## src/rtl/ppcsr_pkg.sv

```systemverilog
// package: register map, field positions and reset values of the clock and power manager block
package ppcsr_pkg;
  // register offsets
  localparam logic [15:0] OFS_PIX_CTL = 16'h7000;
  localparam logic [15:0] OFS_PIX_CFG0 = 16'h7004;
  localparam logic [15:0] OFS_PIX_CFG1 = 16'h7008;
  localparam logic [15:0] OFS_SYS_CTL = 16'h700C;
  localparam logic [15:0] OFS_SYS_CFG0 = 16'h7010;
  localparam logic [15:0] OFS_SYS_CFG1 = 16'h7014;
  localparam logic [15:0] OFS_PM_CTL = 16'h7020;
  localparam logic [15:0] OFS_SPACE_BASE = 16'h7000;
  localparam logic [15:0] OFS_SPACE_LAST = 16'h7FFF;
  // control register field positions
  localparam int POS_GATE = 31;
  localparam int POS_LOCK1 = 5;
  localparam int POS_LOCK0 = 4;
  localparam int POS_PASS1 = 3;
  localparam int POS_PASS0 = 2;
  localparam int POS_HOLD1 = 1;
  localparam int POS_HOLD0 = 0;
  // stage configuration field positions
  localparam int POS_BAND_LO = 20;
  localparam int POS_OUTDIV_LO = 16;
  localparam int POS_REFDIV_LO = 8;
  localparam int POS_FBDIV_LO = 0;
  // writable masks
  localparam logic [31:0] MASK_CTL = 32'h8000000F;
  localparam logic [31:0] MASK_CFG = 32'h00771FFF;
  localparam logic [31:0] MASK_PM = 32'h0000001F;
  // power manager control fields (placement of the low bits is local)
  localparam int POS_JPG_SRC = 2;
  localparam int POS_XTAL_KEEP = 1;
  localparam int POS_AUTO_SUSPEND = 3;
  localparam int POS_SELF_REFRESH = 4;
  // reset values and the rejected output divide code
  localparam logic [31:0] RST_CTL = 32'h8000000F;
  localparam logic [31:0] RST_CFG = 32'h00000000;
  localparam logic [31:0] RST_PM = 32'h00000000;
  localparam logic [2:0] OUTDIV_INVALID = 3'h7;
  // manager power states and link power states
  typedef enum logic [5:0] {
    PPCSR_ST_UNCONF = 6'h01,
    PPCSR_ST_CONF = 6'h02,
    PPCSR_ST_SLEEP = 6'h04,
    PPCSR_ST_SUSPEND = 6'h08,
    PPCSR_ST_RESUME = 6'h10,
    PPCSR_ST_OFF = 6'h20
  } ppcsr_state_t;
  typedef enum logic [2:0] {
    PPCSR_LINK_ON = 3'h0,
    PPCSR_LINK_L1 = 3'h1,
    PPCSR_LINK_L2 = 3'h2,
    PPCSR_LINK_U1 = 3'h3,
    PPCSR_LINK_U2 = 3'h4,
    PPCSR_LINK_U3 = 3'h5,
    PPCSR_LINK_OFF = 3'h6
  } ppcsr_link_t;
endpackage

```

## src/rtl/ppcsr_pll_if.sv

```systemverilog
// interface: controls and status of one two-stage pll passed between top and stage controller
`timescale 1ns/1ns
interface ppcsr_pll_if;
  logic [31:0] ctl;
  logic [31:0] cfg0;
  logic [31:0] cfg1;
  logic enable;
  logic [1:0] lock_raw;
  logic [1:0] lock_sync;
  logic [1:0] pass;
  logic [1:0] hold;
  logic gate;
  modport csr (output ctl, output cfg0, output cfg1, output enable, output lock_raw,
    input lock_sync, input pass, input hold, input gate);
  modport ctrl (input ctl, input cfg0, input cfg1, input enable, input lock_raw,
    output lock_sync, output pass, output hold, output gate);
endinterface

```

## src/rtl/ppcsr_pll_ctrl.sv

```systemverilog
// module: per-pll stage controls with lock synchronisers
`timescale 1ns/1ns
module ppcsr_pll_ctrl (
  input wire logic i_core_clk,
  input wire logic i_nrst,
  ppcsr_pll_if.ctrl pll
);
  logic [1:0] sync_a;
  logic [1:0] sync_b;
  logic [1:0] sync_c;
  logic [1:0] lock_q;
  logic [1:0] next_lock;

  ////////////////////////////////////////////////////////////////////////////
  // lock bits are asynchronous; three flops, change taken when last two agree
  always_ff @(posedge i_core_clk) begin
    if (!i_nrst) begin
      sync_a <= 2'h0;
      sync_b <= 2'h0;
      sync_c <= 2'h0;
      lock_q <= 2'h0;
    end else begin
      sync_a <= pll.lock_raw;
      sync_b <= sync_a;
      sync_c <= sync_b;
      lock_q <= next_lock;
    end
  end

  // per-stage filter: keep old value while the two late flops disagree
  genvar g;
  generate
    for (g = 0; g < 2; g++) begin : g_stage
      assign next_lock[g] = (sync_b[g] == sync_c[g]) ? sync_c[g] : lock_q[g];
      // a powered-down pll is forced to bypass and hold-off
      assign pll.pass[g] = pll.ctl[ppcsr_pkg::POS_PASS0 + g] | ~pll.enable;
      assign pll.hold[g] = pll.ctl[ppcsr_pkg::POS_HOLD0 + g] | ~pll.enable;
    end
  endgenerate

  assign pll.lock_sync = lock_q;
  // gate forced on while the manager has the pll off, so clocks never glitch out
  assign pll.gate = pll.ctl[ppcsr_pkg::POS_GATE] | ~pll.enable;
endmodule

```

## src/rtl/ppcsr_lowpower.sv

```systemverilog
// module: maps link power states to power manager actions
`timescale 1ns/1ns
module ppcsr_lowpower (
  input wire logic i_core_clk,
  input wire logic i_nrst,
  input wire logic i_configured,
  input wire ppcsr_pkg::ppcsr_link_t i_link,
  input wire logic i_auto_suspend,
  output ppcsr_pkg::ppcsr_state_t o_state,
  output logic o_auto_active
);
  ppcsr_pkg::ppcsr_state_t state;
  ppcsr_pkg::ppcsr_state_t next_state;
  logic suspend_req;
  logic sleep_req;

  ////////////////////////////////////////////////////////////////////////////
  // l2 and u3 both read as ordinary suspend; u1/u2 cost nothing
  assign suspend_req = (i_link == ppcsr_pkg::PPCSR_LINK_L2) |
    (i_link == ppcsr_pkg::PPCSR_LINK_U3);
  assign sleep_req = (i_link == ppcsr_pkg::PPCSR_LINK_L1);

  // state choice
  always_comb begin
    next_state = state;
    case (state)
      ppcsr_pkg::PPCSR_ST_UNCONF: begin
        if (i_configured) next_state = ppcsr_pkg::PPCSR_ST_CONF;
        else if (suspend_req) next_state = ppcsr_pkg::PPCSR_ST_SUSPEND;
      end
      ppcsr_pkg::PPCSR_ST_CONF: begin
        if (i_link == ppcsr_pkg::PPCSR_LINK_OFF) next_state = ppcsr_pkg::PPCSR_ST_OFF;
        else if (suspend_req) next_state = ppcsr_pkg::PPCSR_ST_SUSPEND;
        else if (sleep_req) next_state = ppcsr_pkg::PPCSR_ST_SLEEP;
        else if (!i_configured) next_state = ppcsr_pkg::PPCSR_ST_UNCONF;
      end
      ppcsr_pkg::PPCSR_ST_SLEEP: begin
        if (suspend_req) next_state = ppcsr_pkg::PPCSR_ST_SUSPEND;
        else if (!sleep_req) next_state = ppcsr_pkg::PPCSR_ST_CONF;
      end
      ppcsr_pkg::PPCSR_ST_SUSPEND: begin
        if (!suspend_req) next_state = ppcsr_pkg::PPCSR_ST_RESUME;
      end
      ppcsr_pkg::PPCSR_ST_RESUME: begin
        next_state = i_configured ? ppcsr_pkg::PPCSR_ST_CONF : ppcsr_pkg::PPCSR_ST_UNCONF;
      end
      ppcsr_pkg::PPCSR_ST_OFF: begin
        if (i_link != ppcsr_pkg::PPCSR_LINK_OFF) next_state = ppcsr_pkg::PPCSR_ST_UNCONF;
      end
      default: next_state = ppcsr_pkg::PPCSR_ST_UNCONF;
    endcase
  end

  // state register; auto flag marks suspend entered under the manager's own control
  always_ff @(posedge i_core_clk) begin
    if (!i_nrst) begin
      state <= ppcsr_pkg::PPCSR_ST_UNCONF;
      o_auto_active <= 1'b0;
    end else begin
      state <= next_state;
      o_auto_active <= (next_state == ppcsr_pkg::PPCSR_ST_SUSPEND) & i_auto_suspend;
    end
  end

  assign o_state = state;
endmodule

```

## src/rtl/ppcsr_top.sv

```systemverilog
// module: clock and power manager register bank, pll controls and power actions
// How it works
// - registers run on the crystal clock, usable before any pll runs.
// - six pll registers from 7000h, manager control at 7020h, rest reserved.
// - bit 31 gates pixel pll clocks, resets set, start and stop glitch-free.
// - bits 5 and 4 show stage 1 and 0 lock, reset zero.
// - bit 3 powers down stage 1, output follows stage 0 node.
// - bit 2 powers down stage 0, its node follows the reference.
// - bit 1 powers down stage 1 and holds final output low.
// - bit 0 powers down stage 0 and holds its node low.
// - bits 22:20 pick filter band, 000 bypass, reset zero.
// - bits 18:16 give output divide two to the field; 111 rejected.
// - bits 12:8 hold reference divider minus one, reset zero.
// - bits 7:0 hold feedback divider minus one, reset zero.
// - self refresh entry drops non-clock-enable memory pad output enables.
// - a deselected display port is disabled and its clock stopped.
// - l1 sleep keeps every module powered; l2 is plain suspend.
// - u1 and u2 do nothing, u3 is suspend, u0 is configured.
`timescale 1ns/1ns
module ppcsr_top (
  input wire logic i_core_clk,
  input wire logic i_nrst,
  input wire logic i_reg_wr,
  input wire logic i_reg_rd,
  input wire logic [15:0] i_reg_addr,
  input wire logic [31:0] i_reg_wdata,
  output logic [31:0] o_reg_rdata,
  output logic o_reg_ack,
  output logic o_reg_err,
  input wire logic [1:0] i_pixel_lock,
  input wire logic [1:0] i_system_lock,
  input wire logic i_configured,
  input wire ppcsr_pkg::ppcsr_link_t i_link,
  input wire logic i_display_port0_select,
  input wire logic i_memory_pad_output_disable,
  output logic o_pixel_clock_gate,
  output logic o_pixel_stage0_passthrough,
  output logic o_pixel_stage1_passthrough,
  output logic o_pixel_stage0_hold_off,
  output logic o_pixel_stage1_hold_off,
  output logic [2:0] o_pixel_stage0_filter_band,
  output logic [2:0] o_pixel_stage0_output_divider,
  output logic [4:0] o_pixel_stage0_reference_divider,
  output logic [7:0] o_pixel_stage0_feedback_divider,
  output logic [31:0] o_pixel_stage1_config,
  output logic o_system_clock_gate,
  output logic [3:0] o_system_stage_ctl,
  output logic [31:0] o_system_stage0_config,
  output logic [31:0] o_system_stage1_config,
  output logic o_memory_self_refresh_request,
  output logic o_pad_output_enable,
  output logic o_display_port0_clock_on,
  output logic o_jpeg_clock_from_system,
  output logic o_crystal_keep_alive,
  output logic o_light_reset_needed,
  output logic o_sleep_active
);
  logic [31:0] pixel_pll_control;
  logic [31:0] pixel_pll_stage0_config;
  logic [31:0] pixel_pll_stage1_config;
  logic [31:0] system_pll_control;
  logic [31:0] system_pll_stage0_config;
  logic [31:0] system_pll_stage1_config;
  logic [31:0] power_manager_control;
  logic light_reset_flag;
  ppcsr_pkg::ppcsr_state_t pm_state;
  logic auto_active;
  logic plls_enable;

  ppcsr_pll_if pix_if ();
  ppcsr_pll_if sys_if ();

  ////////////////////////////////////////////////////////////////////////////
  // address decode; whole block is on the crystal clock so access never waits on a pll
  logic in_space;
  logic hit_pix_ctl;
  logic hit_pix_cfg0;
  logic hit_pix_cfg1;
  logic hit_sys_ctl;
  logic hit_sys_cfg0;
  logic hit_sys_cfg1;
  logic hit_pm;
  logic wr_pix_cfg0;
  logic wr_sys_cfg0;
  logic wr_pix_cfg1;
  logic wr_sys_cfg1;
  logic [31:0] read_mux;
  logic [31:0] pix_ctl_view;
  logic [31:0] sys_ctl_view;

  assign in_space = (i_reg_addr >= ppcsr_pkg::OFS_SPACE_BASE) &&
    (i_reg_addr <= ppcsr_pkg::OFS_SPACE_LAST);
  assign hit_pix_ctl = (i_reg_addr == ppcsr_pkg::OFS_PIX_CTL);
  assign hit_pix_cfg0 = (i_reg_addr == ppcsr_pkg::OFS_PIX_CFG0);
  assign hit_pix_cfg1 = (i_reg_addr == ppcsr_pkg::OFS_PIX_CFG1);
  assign hit_sys_ctl = (i_reg_addr == ppcsr_pkg::OFS_SYS_CTL);
  assign hit_sys_cfg0 = (i_reg_addr == ppcsr_pkg::OFS_SYS_CFG0);
  assign hit_sys_cfg1 = (i_reg_addr == ppcsr_pkg::OFS_SYS_CFG1);
  assign hit_pm = (i_reg_addr == ppcsr_pkg::OFS_PM_CTL);

  // a write carrying output divide 111 is dropped whole; the pll must never see it
  assign wr_pix_cfg0 = i_reg_wr & hit_pix_cfg0 &
    (i_reg_wdata[ppcsr_pkg::POS_OUTDIV_LO +: 3] != ppcsr_pkg::OUTDIV_INVALID);
  assign wr_pix_cfg1 = i_reg_wr & hit_pix_cfg1 &
    (i_reg_wdata[ppcsr_pkg::POS_OUTDIV_LO +: 3] != ppcsr_pkg::OUTDIV_INVALID);
  assign wr_sys_cfg0 = i_reg_wr & hit_sys_cfg0 &
    (i_reg_wdata[ppcsr_pkg::POS_OUTDIV_LO +: 3] != ppcsr_pkg::OUTDIV_INVALID);
  assign wr_sys_cfg1 = i_reg_wr & hit_sys_cfg1 &
    (i_reg_wdata[ppcsr_pkg::POS_OUTDIV_LO +: 3] != ppcsr_pkg::OUTDIV_INVALID);

  ////////////////////////////////////////////////////////////////////////////
  // register storage; writable masks keep reserved bits at zero
  always_ff @(posedge i_core_clk) begin
    if (!i_nrst) begin
      pixel_pll_control <= ppcsr_pkg::RST_CTL;
      pixel_pll_stage0_config <= ppcsr_pkg::RST_CFG;
      pixel_pll_stage1_config <= ppcsr_pkg::RST_CFG;
      system_pll_control <= ppcsr_pkg::RST_CTL;
      system_pll_stage0_config <= ppcsr_pkg::RST_CFG;
      system_pll_stage1_config <= ppcsr_pkg::RST_CFG;
      power_manager_control <= ppcsr_pkg::RST_PM;
    end else if (i_reg_wr) begin
      if (hit_pix_ctl) pixel_pll_control <= i_reg_wdata & ppcsr_pkg::MASK_CTL;
      if (wr_pix_cfg0) pixel_pll_stage0_config <= i_reg_wdata & ppcsr_pkg::MASK_CFG;
      if (wr_pix_cfg1) pixel_pll_stage1_config <= i_reg_wdata & ppcsr_pkg::MASK_CFG;
      if (hit_sys_ctl) system_pll_control <= i_reg_wdata & ppcsr_pkg::MASK_CTL;
      if (wr_sys_cfg0) system_pll_stage0_config <= i_reg_wdata & ppcsr_pkg::MASK_CFG;
      if (wr_sys_cfg1) system_pll_stage1_config <= i_reg_wdata & ppcsr_pkg::MASK_CFG;
      if (hit_pm) power_manager_control <= i_reg_wdata & ppcsr_pkg::MASK_PM;
    end
  end

  ////////////////////////////////////////////////////////////////////////////
  // read views; lock bits come from the synchronised copy, never the raw pins
  always_comb begin
    pix_ctl_view = pixel_pll_control;
    pix_ctl_view[ppcsr_pkg::POS_LOCK0] = pix_if.lock_sync[0];
    pix_ctl_view[ppcsr_pkg::POS_LOCK1] = pix_if.lock_sync[1];
    sys_ctl_view = system_pll_control;
    sys_ctl_view[ppcsr_pkg::POS_LOCK0] = sys_if.lock_sync[0];
    sys_ctl_view[ppcsr_pkg::POS_LOCK1] = sys_if.lock_sync[1];
  end

  // read select; unmapped words read zero
  assign read_mux = hit_pix_ctl ? pix_ctl_view :
    hit_pix_cfg0 ? pixel_pll_stage0_config :
    hit_pix_cfg1 ? pixel_pll_stage1_config :
    hit_sys_ctl ? sys_ctl_view :
    hit_sys_cfg0 ? system_pll_stage0_config :
    hit_sys_cfg1 ? system_pll_stage1_config :
    hit_pm ? power_manager_control : 32'h00000000;

  // one-cycle answer; error flags any access outside the block's space
  always_ff @(posedge i_core_clk) begin
    if (!i_nrst) begin
      o_reg_rdata <= 32'h00000000;
      o_reg_ack <= 1'b0;
      o_reg_err <= 1'b0;
    end else begin
      o_reg_rdata <= i_reg_rd ? read_mux : 32'h00000000;
      o_reg_ack <= i_reg_rd | i_reg_wr;
      o_reg_err <= (i_reg_rd | i_reg_wr) & ~in_space;
    end
  end

  ////////////////////////////////////////////////////////////////////////////
  // pll stage controllers; plls are held off outside the configured and sleep states
  assign plls_enable = (pm_state == ppcsr_pkg::PPCSR_ST_CONF) ||
    (pm_state == ppcsr_pkg::PPCSR_ST_SLEEP);
  assign pix_if.ctl = pixel_pll_control;
  assign pix_if.cfg0 = pixel_pll_stage0_config;
  assign pix_if.cfg1 = pixel_pll_stage1_config;
  assign pix_if.enable = plls_enable;
  assign pix_if.lock_raw = i_pixel_lock;
  assign sys_if.ctl = system_pll_control;
  assign sys_if.cfg0 = system_pll_stage0_config;
  assign sys_if.cfg1 = system_pll_stage1_config;
  assign sys_if.enable = plls_enable;
  assign sys_if.lock_raw = i_system_lock;

  ppcsr_pll_ctrl u_pix (
    .i_core_clk(i_core_clk),
    .i_nrst(i_nrst),
    .pll(pix_if.ctrl)
  );

  ppcsr_pll_ctrl u_sys (
    .i_core_clk(i_core_clk),
    .i_nrst(i_nrst),
    .pll(sys_if.ctrl)
  );

  ////////////////////////////////////////////////////////////////////////////
  // link power state mapping
  ppcsr_lowpower u_lp (
    .i_core_clk(i_core_clk),
    .i_nrst(i_nrst),
    .i_configured(i_configured),
    .i_link(i_link),
    .i_auto_suspend(power_manager_control[ppcsr_pkg::POS_AUTO_SUSPEND]),
    .o_state(pm_state),
    .o_auto_active(auto_active)
  );

  ////////////////////////////////////////////////////////////////////////////
  // power actions; self refresh is forced during auto suspend so memory survives
  logic self_refresh;
  logic pads_drive;
  logic port0_on;
  logic in_suspend;

  assign in_suspend = (pm_state == ppcsr_pkg::PPCSR_ST_SUSPEND);
  assign self_refresh = power_manager_control[ppcsr_pkg::POS_SELF_REFRESH] | auto_active;
  // self refresh alone drops the pad enables, no separate disable write needed
  assign pads_drive = ~self_refresh & ~i_memory_pad_output_disable;
  // deselected port loses its clock; suspend also stops it
  assign port0_on = i_display_port0_select & ~in_suspend;

  // output flops
  always_ff @(posedge i_core_clk) begin
    if (!i_nrst) begin
      o_pixel_clock_gate <= 1'b1;
      o_pixel_stage0_passthrough <= 1'b1;
      o_pixel_stage1_passthrough <= 1'b1;
      o_pixel_stage0_hold_off <= 1'b1;
      o_pixel_stage1_hold_off <= 1'b1;
      o_system_clock_gate <= 1'b1;
      o_system_stage_ctl <= 4'hF;
    end else begin
      o_pixel_clock_gate <= pix_if.gate;
      o_pixel_stage1_passthrough <= pix_if.pass[1];
      o_pixel_stage0_passthrough <= pix_if.pass[0];
      o_pixel_stage1_hold_off <= pix_if.hold[1];
      o_pixel_stage0_hold_off <= pix_if.hold[0];
      o_system_clock_gate <= sys_if.gate;
      o_system_stage_ctl <= {sys_if.pass, sys_if.hold};
    end
  end

  // configuration fields and power action flops
  always_ff @(posedge i_core_clk) begin
    if (!i_nrst) begin
      o_pixel_stage0_filter_band <= 3'h0;
      o_pixel_stage0_output_divider <= 3'h0;
      o_pixel_stage0_reference_divider <= 5'h00;
      o_pixel_stage0_feedback_divider <= 8'h00;
      o_pixel_stage1_config <= 32'h00000000;
      o_system_stage0_config <= 32'h00000000;
      o_system_stage1_config <= 32'h00000000;
      o_memory_self_refresh_request <= 1'b0;
      o_pad_output_enable <= 1'b0;
      o_display_port0_clock_on <= 1'b0;
      o_jpeg_clock_from_system <= 1'b0;
      o_crystal_keep_alive <= 1'b0;
      o_sleep_active <= 1'b0;
    end else begin
      o_pixel_stage0_filter_band <= pixel_pll_stage0_config[ppcsr_pkg::POS_BAND_LO +: 3];
      o_pixel_stage0_output_divider <=
        pixel_pll_stage0_config[ppcsr_pkg::POS_OUTDIV_LO +: 3];
      o_pixel_stage0_reference_divider <=
        pixel_pll_stage0_config[ppcsr_pkg::POS_REFDIV_LO +: 5];
      o_pixel_stage0_feedback_divider <=
        pixel_pll_stage0_config[ppcsr_pkg::POS_FBDIV_LO +: 8];
      o_pixel_stage1_config <= pixel_pll_stage1_config;
      o_system_stage0_config <= system_pll_stage0_config;
      o_system_stage1_config <= system_pll_stage1_config;
      o_memory_self_refresh_request <= self_refresh;
      o_pad_output_enable <= pads_drive;
      o_display_port0_clock_on <= port0_on;
      o_jpeg_clock_from_system <= power_manager_control[ppcsr_pkg::POS_JPG_SRC];
      o_crystal_keep_alive <= power_manager_control[ppcsr_pkg::POS_XTAL_KEEP];
      o_sleep_active <= (pm_state == ppcsr_pkg::PPCSR_ST_SLEEP);
    end
  end

  ////////////////////////////////////////////////////////////////////////////
  // sticky: auto suspend reset parts of the chip, so resume needs a light reset
  always_ff @(posedge i_core_clk) begin
    if (!i_nrst) begin
      light_reset_flag <= 1'b0;
    end else if (auto_active) begin
      light_reset_flag <= 1'b1;
    end else if (i_reg_wr & hit_pm & ~i_reg_wdata[ppcsr_pkg::POS_AUTO_SUSPEND]) begin
      light_reset_flag <= 1'b0;
    end
  end

  assign o_light_reset_needed = light_reset_flag;
endmodule

```

## config.mk

```make
export PLATFORM = sky130hd
export DESIGN_NAME = ppcsr_top
export DESIGN_NICKNAME = d
export VERILOG_FILES = /design/src/rtl/ppcsr_pkg.sv /design/src/rtl/ppcsr_pll_if.sv /design/src/rtl/ppcsr_pll_ctrl.sv /design/src/rtl/ppcsr_lowpower.sv /design/src/rtl/ppcsr_top.sv
export SDC_FILE = /design/constraint.sdc
export NUM_CORES = 1
export LEC_CHECK = 0
export ABC_AREA = 0
export BUFFER_PORTS_ARGS = -buffer_cell sky130_fd_sc_hd__clkbuf_2
export CAP_MARGIN = 20
export CORE_UTILIZATION = 52
export DETAILED_ROUTE_END_ITERATION = 16
export MAX_ROUTING_LAYER = met4
export PLACE_DENSITY_LB_ADDON = 0.08
export SLEW_MARGIN = 20
export SYNTH_ARGS = -nofsm -noshare
export SYNTH_HDL_FRONTEND = slang
export SYNTH_SLANG_ARGS = --single-unit
```

## constraint.sdc

```tcl
create_clock -name i_core_clk -period 2.2 [get_ports i_core_clk]
set_input_delay 0.11 -clock i_core_clk [delete_from_list [all_inputs] [get_ports i_core_clk]]
set_output_delay 0.11 -clock i_core_clk [all_outputs]
set_load 0.02 [all_outputs]
```

**Word-level counts from Yosys, hierarchy flattened**

Index checks and enable logic that the tools add are counted.

- Register bits: 241
- Input port bits: 62
- Output and inout port bits: 166

- Magnitude comparators: 2
- Eq/ne operators: 24
- Muxes and demuxes: 21
- Bitwise operators: 34
- Reductions and logical operators: 13

Operator list:

| cell | count |
|---|---|
| 2-to-1 mux 32 bit | 4 |
| equality test 16 x 15 -> 1 bit (second input constant) | 7 |
| 2-to-1 mux 6 bit | 10 |
| 2-to-1 mux 23 bit | 2 |
| case mux 6 bit (6 select lines) | 1 |
| >= comparator 16 x 15 -> 1 bit (second input constant) | 1 |
| <= comparator 16 x 15 -> 1 bit (second input constant) | 1 |
| AND reduction 2 bit | 8 |
| AND 1 bit | 14 |
| bitwise OR 1 bit | 13 |
| equality test 6 x 4 -> 1 bit (second input constant) | 2 |
| inverter 1 bit | 7 |
| OR reduction 7 bit | 1 |
| equality test 3 bit (second input constant) | 2 |
| equality test 6 x 1 -> 1 bit (second input constant) | 1 |
| equality test 6 x 2 -> 1 bit (second input constant) | 1 |
| equality test 6 x 3 -> 1 bit (second input constant) | 1 |
| equality test 6 x 5 -> 1 bit (second input constant) | 1 |
| equality test 6 bit (second input constant) | 1 |
| inequality test 3 bit (second input constant) | 2 |
| 2-to-1 mux 5 bit | 1 |
| equality test 1 bit | 4 |
| equality test 3 x 1 -> 1 bit (second input constant) | 1 |
| equality test 3 x 2 -> 1 bit (second input constant) | 1 |
| 6 further kinds | 7 |

**Depth between registers and ports, before layout**

- Word-level depth: 8
- Mapped depth: 8
- Mapped depth without buffers: 5

**Cells and area by module**

From an unflattened synthesis, not the netlist that was laid out.

- Cells, all modules: 940
- Area total of the unflattened synthesis: 8,772.2 µm²

By module, submodules not included:

| module | times used | cells an instance | area each (µm²) |
|---|---|---|---|
| ppcsr_top | 1 | 825 | 7,692.4 |
| ppcsr_lowpower | 1 | 65 | 541.8 |
| ppcsr_pll_ctrl | 2 | 25 | 269.0 |

**Worst setup path after synthesis**

Ideal clock, no wire load.

- Path type: input to register
- Start: in i_reg_addr[9]
- End: reg system_pll_stage0_config[10], in the netlist sys_if.cfg0[10]
- Library setup time: 0.122 ns
- Arrival: 1.656 ns
- Setup slack: 0.422 ns
- Cell stages on the path: 6
- Path buffers: 1
- Cells stage by stage: or4_4 > nor4_2 > nand3_1 > clkbuf_1 > nand2_1 > a21boi_0

- Longest elaborated chain between the ends: 4

RTL lines:

| item | RTL line | RTL |
|---|---|---|
| start, declared | ppcsr_top.sv:25 | `input wire logic [15:0] i_reg_addr,` |
| equality test 16 x 15 -> 1 bit | ppcsr_top.sv:97 | `assign hit_sys_cfg0 = (i_reg_addr == ppcsr_pkg::OFS_SYS_CFG0);` |
| AND 1 bit (2 in a row) | ppcsr_top.sv:106 | `assign wr_sys_cfg0 = i_reg_wr & hit_sys_cfg0 &` |
| AND reduction 2 bit (no line) | -- |  |
| end signal, assigned | ppcsr_top.sv:119 | `system_pll_stage0_config <= ppcsr_pkg::RST_CFG;` |
| end signal, assigned | ppcsr_top.sv:127 | `if (wr_sys_cfg0) system_pll_stage0_config <= i_reg_wdata & ppcsr_pkg::MASK_CFG;` |
| end, declared | ppcsr_top.sv:62 | `logic [31:0] system_pll_stage0_config;` |

Every way passes these cells.
A chain may end at the register's enable or synchronous reset.

**Worst setup path in the final report**

- Start: reg u_lp.state[2], in the netlist u_lp.o_state[2]
- End: reg u_lp.state[0], in the netlist u_lp.o_state[0]

- Longest elaborated chain between the ends: 2

RTL lines:

| item | RTL line | RTL |
|---|---|---|
| start, declared | ppcsr_lowpower.sv:12 | `ppcsr_pkg::ppcsr_state_t state;` |
| start signal, assigned | ppcsr_lowpower.sv:57 | `state <= ppcsr_pkg::PPCSR_ST_UNCONF;` |
| start signal, assigned | ppcsr_lowpower.sv:60 | `state <= next_state;` |
| equality test 6 bit (tied with other cells) | ppcsr_lowpower.sv:26 | `case (state)` |
| case mux 6 bit (6 select lines) (*) | ppcsr_lowpower.sv:26 |  |

Mark *: on every way between the ends. The rest lies on a longest branch, timed or not.

==> results.toml <==
[setup_path]
required_ns = 2.58
cp_slowest_cell = "nor2_1"
cp-start-kind = "flop"
path_class = "flop to flop"
endpoint_kind = "flop"
arrival_ns = 2.19
max_stage_delay_ns = 0.38
path_cells = "nor2_1 -> nand2_1 -> a21oi_1 -> o211ai_1 -> a311o_1"
critical-path-top-delay-family = "compound AO/OA/AOI/OAI gates"
cp_max_fo = 7
critPathBufInv = 0

[route]
drt-initial-drc-count = 422
routed_wl_mm = 20.6
routedWlPerCell_um = 15.6
vias = 6708
drc = 0
antenna_left = 0
via_per_inst = 5.07
drt_first_pass_iters = 5

[floorplan]
core_area_um2 = 16000
dieWidth_um = 131
ioPinCount = 228
initial_core_util = 0.538
die-area_um2 = 17100
rows = 46
die_h_um = 131

[status]
status = "finished clean"

[synth]
synth_edf_count = 0
yosys_warnings = 0
synthCells = 889
syn_area_um2 = 8610
ys_seq_elements = 229
yosysSeqAreaShare = 0.532
async_flop_share = 0
syn_area_per_cell_um2 = 9.69
synth_flop_cell = "dfxtp_1"
netlist-cell-type-count = 58

[clock_tree]
cts_tree = "yes"
cts-root-buf = "clkbuf_16"
clk_pin_slew_worst_paths_ns = 0.05
numCtsBuffers = 24
cts_setup_buffers = 0
clockBufferDepth = 3
clock_latency_ns = 0.50
cts_sinks = 229
h-tree-depth = 1

[min_path]
hold_class = "primary input to flop"

[placed_design]
detailed_place_hpwl_mm = 13.7
port_buffers = 164
place_congestion = 0.910
place_inst = 1250

[global_routing]
grt_pass1_wl_mm = 31.7
antenna_found_initial = 1
track_usage = 0.247
grt_start_max_net_pins = 100
grt_pass1_vias = 5954
grt_overflow = 0

[sta]
hold_violations = 0
fin_crit_ns = 1.80
final-setup-viol-count = 0
maxSlewViolCount = 0
slew_headroom = 0.613
max_freq_mhz = 554
period_share = 0.820
clock_skew_ns = 0.00938
fin_hold_ws_ns = 0.0166
rsz0062_at_grt = "false"
worst_pin_slew_ns = 0.577
tns_ns = 0

[power]
p_per_area_nw_per_um2 = 807
cellLeakagePower_uw = 0.00435
ir_drop_mv = 0.655

[finish]
fin_nets = 1151
drive_gt1_frac = 0.230
instances_no_fill = 1322
final_cell_mix = "dfxtp_1, clkbuf_2, nand2_1"
layout_commonest_cell = "dfxtp_1"
areaGrowthSynthToFinish_pct = 24.2

[flow_run]
max-cap-violations = 0
## worst paths after layout
kind                        start              end  slack (ns)  cells past startpoint
setup / recovery  u_lp.o_state[2]  u_lp.o_state[0]        0.40                      5
hold / removal             i_nrst   sys_if.ctl[31]        0.02                      2
setup reg to reg  u_lp.o_state[2]  u_lp.o_state[0]        0.40                      5
hold reg to reg   u_sys.sync_a[0]  u_sys.sync_b[0]        0.43                      1
## final cells by class
class	count	area, µm²
Antenna cell	1	2.50
Clock buffer	35	703
Clock inverter	7	92.6
Fill cell	1324	5310
Inverter	5	18.8
Multi-Input combinational cell	608	3630
Sequential cell	229	4580
Tap cell	216	270
Timing Repair Buffer	221	1390
## metal layers
layer / vias up / part of all wire / GRT usage / wire, µm
li1: 3307 / - / - / -
met2: 247 / 0.46 / 0.379 / 9470
met5: - / 0 / - / 0
met3: 32 / 0.055 / 0.0440 / 1130
met1: 3122 / 0.47 / 0.337 / 9630
met4: 0 / 0.017 / 0.0642 / 354
## logic make-up (layout without fill, tap and decap cells)
logic type      Yosys count  count (layout)  synth area share
buf+inv                 102             268            0.0695
mux                      29              29            0.0337
compound gates          152             152             0.127
other cells               1              52          0.000436
flops                   229             229             0.532
xor+xnor                  4               4           0.00407
simple gates            372             372             0.233
## repair_timing
action                     4_1_cts  5_1_grt
resized for setup                0        0
setup endpoints to repair        0        0
hold endpoints to repair        85        0
hold buffers                    29        0
## cells in the mapped netlist (4+ instances only)
master      n  area [µm²]
a21boi_0   57         428
a21boi_1   10        75.1
a21oi_1    22         110
a22oi_1    26         195
and2_1     94         588
buf_2       4        20.0
buf_4      54         405
clkbuf_1   37         139
dfxtp_1   229        4580
inv_1       5        18.8
mux2i_1    29         290
nand2_1   149         559
nand2b_1    7        43.8
nand3_1    18        90.1
nand4_1     6        37.5
nand4b_1    4        35.0
nor2_1     25        93.8
nor2b_1    20         125
nor3_1      6        30.0
nor4b_1     5        43.8
o21a_1      4        30.0
o21ai_0     7        35.0
o22ai_1     5        31.3
or2_2      12        75.1
## state kept, by name, indices dropped and copies added (netlist names), 3 cells and up
| register | flops |
|---|---|
| o_reg_rdata | 20 |
| o_pixel_stage1_config | 19 |
| o_system_stage0_config | 19 |
| o_system_stage1_config | 19 |
| pix_if.cfg0 | 19 |
| pix_if.cfg1 | 19 |
| sys_if.cfg0 | 19 |
| sys_if.cfg1 | 19 |
| o_pixel_stage0_feedback_divider | 8 |
| u_lp.o_state | 6 |
| o_pixel_stage0_reference_divider | 5 |
| pix_if.ctl | 5 |
| power_manager_control | 5 |
| sys_if.ctl | 5 |
| o_system_stage_ctl | 4 |
| o_pixel_stage0_filter_band | 3 |
| o_pixel_stage0_output_divider | 3 |
## stage by stage
stage	util	cell area [µm²]	power, µW	setup slack [ns]
CTS	0.668	10700	8690	0.404
detailed placement	0.600	9600	4690	0.0682
floorplan	-	8800	4620	0.422
finish	0.668	10700	8630	0.395
global placement	0.600	9600	4680	0.179
global route	0.668	10700	8940	0.140
## where the power goes
group / internal (µW) / switching (µW) / leakage [µW]
logic: 167 / 277 / 0.00211
clock network: 2450 / 1540 / 0.000393
registers: 4170 / 27.0 / 0.00185
Power figures use the tool's default switching activity.
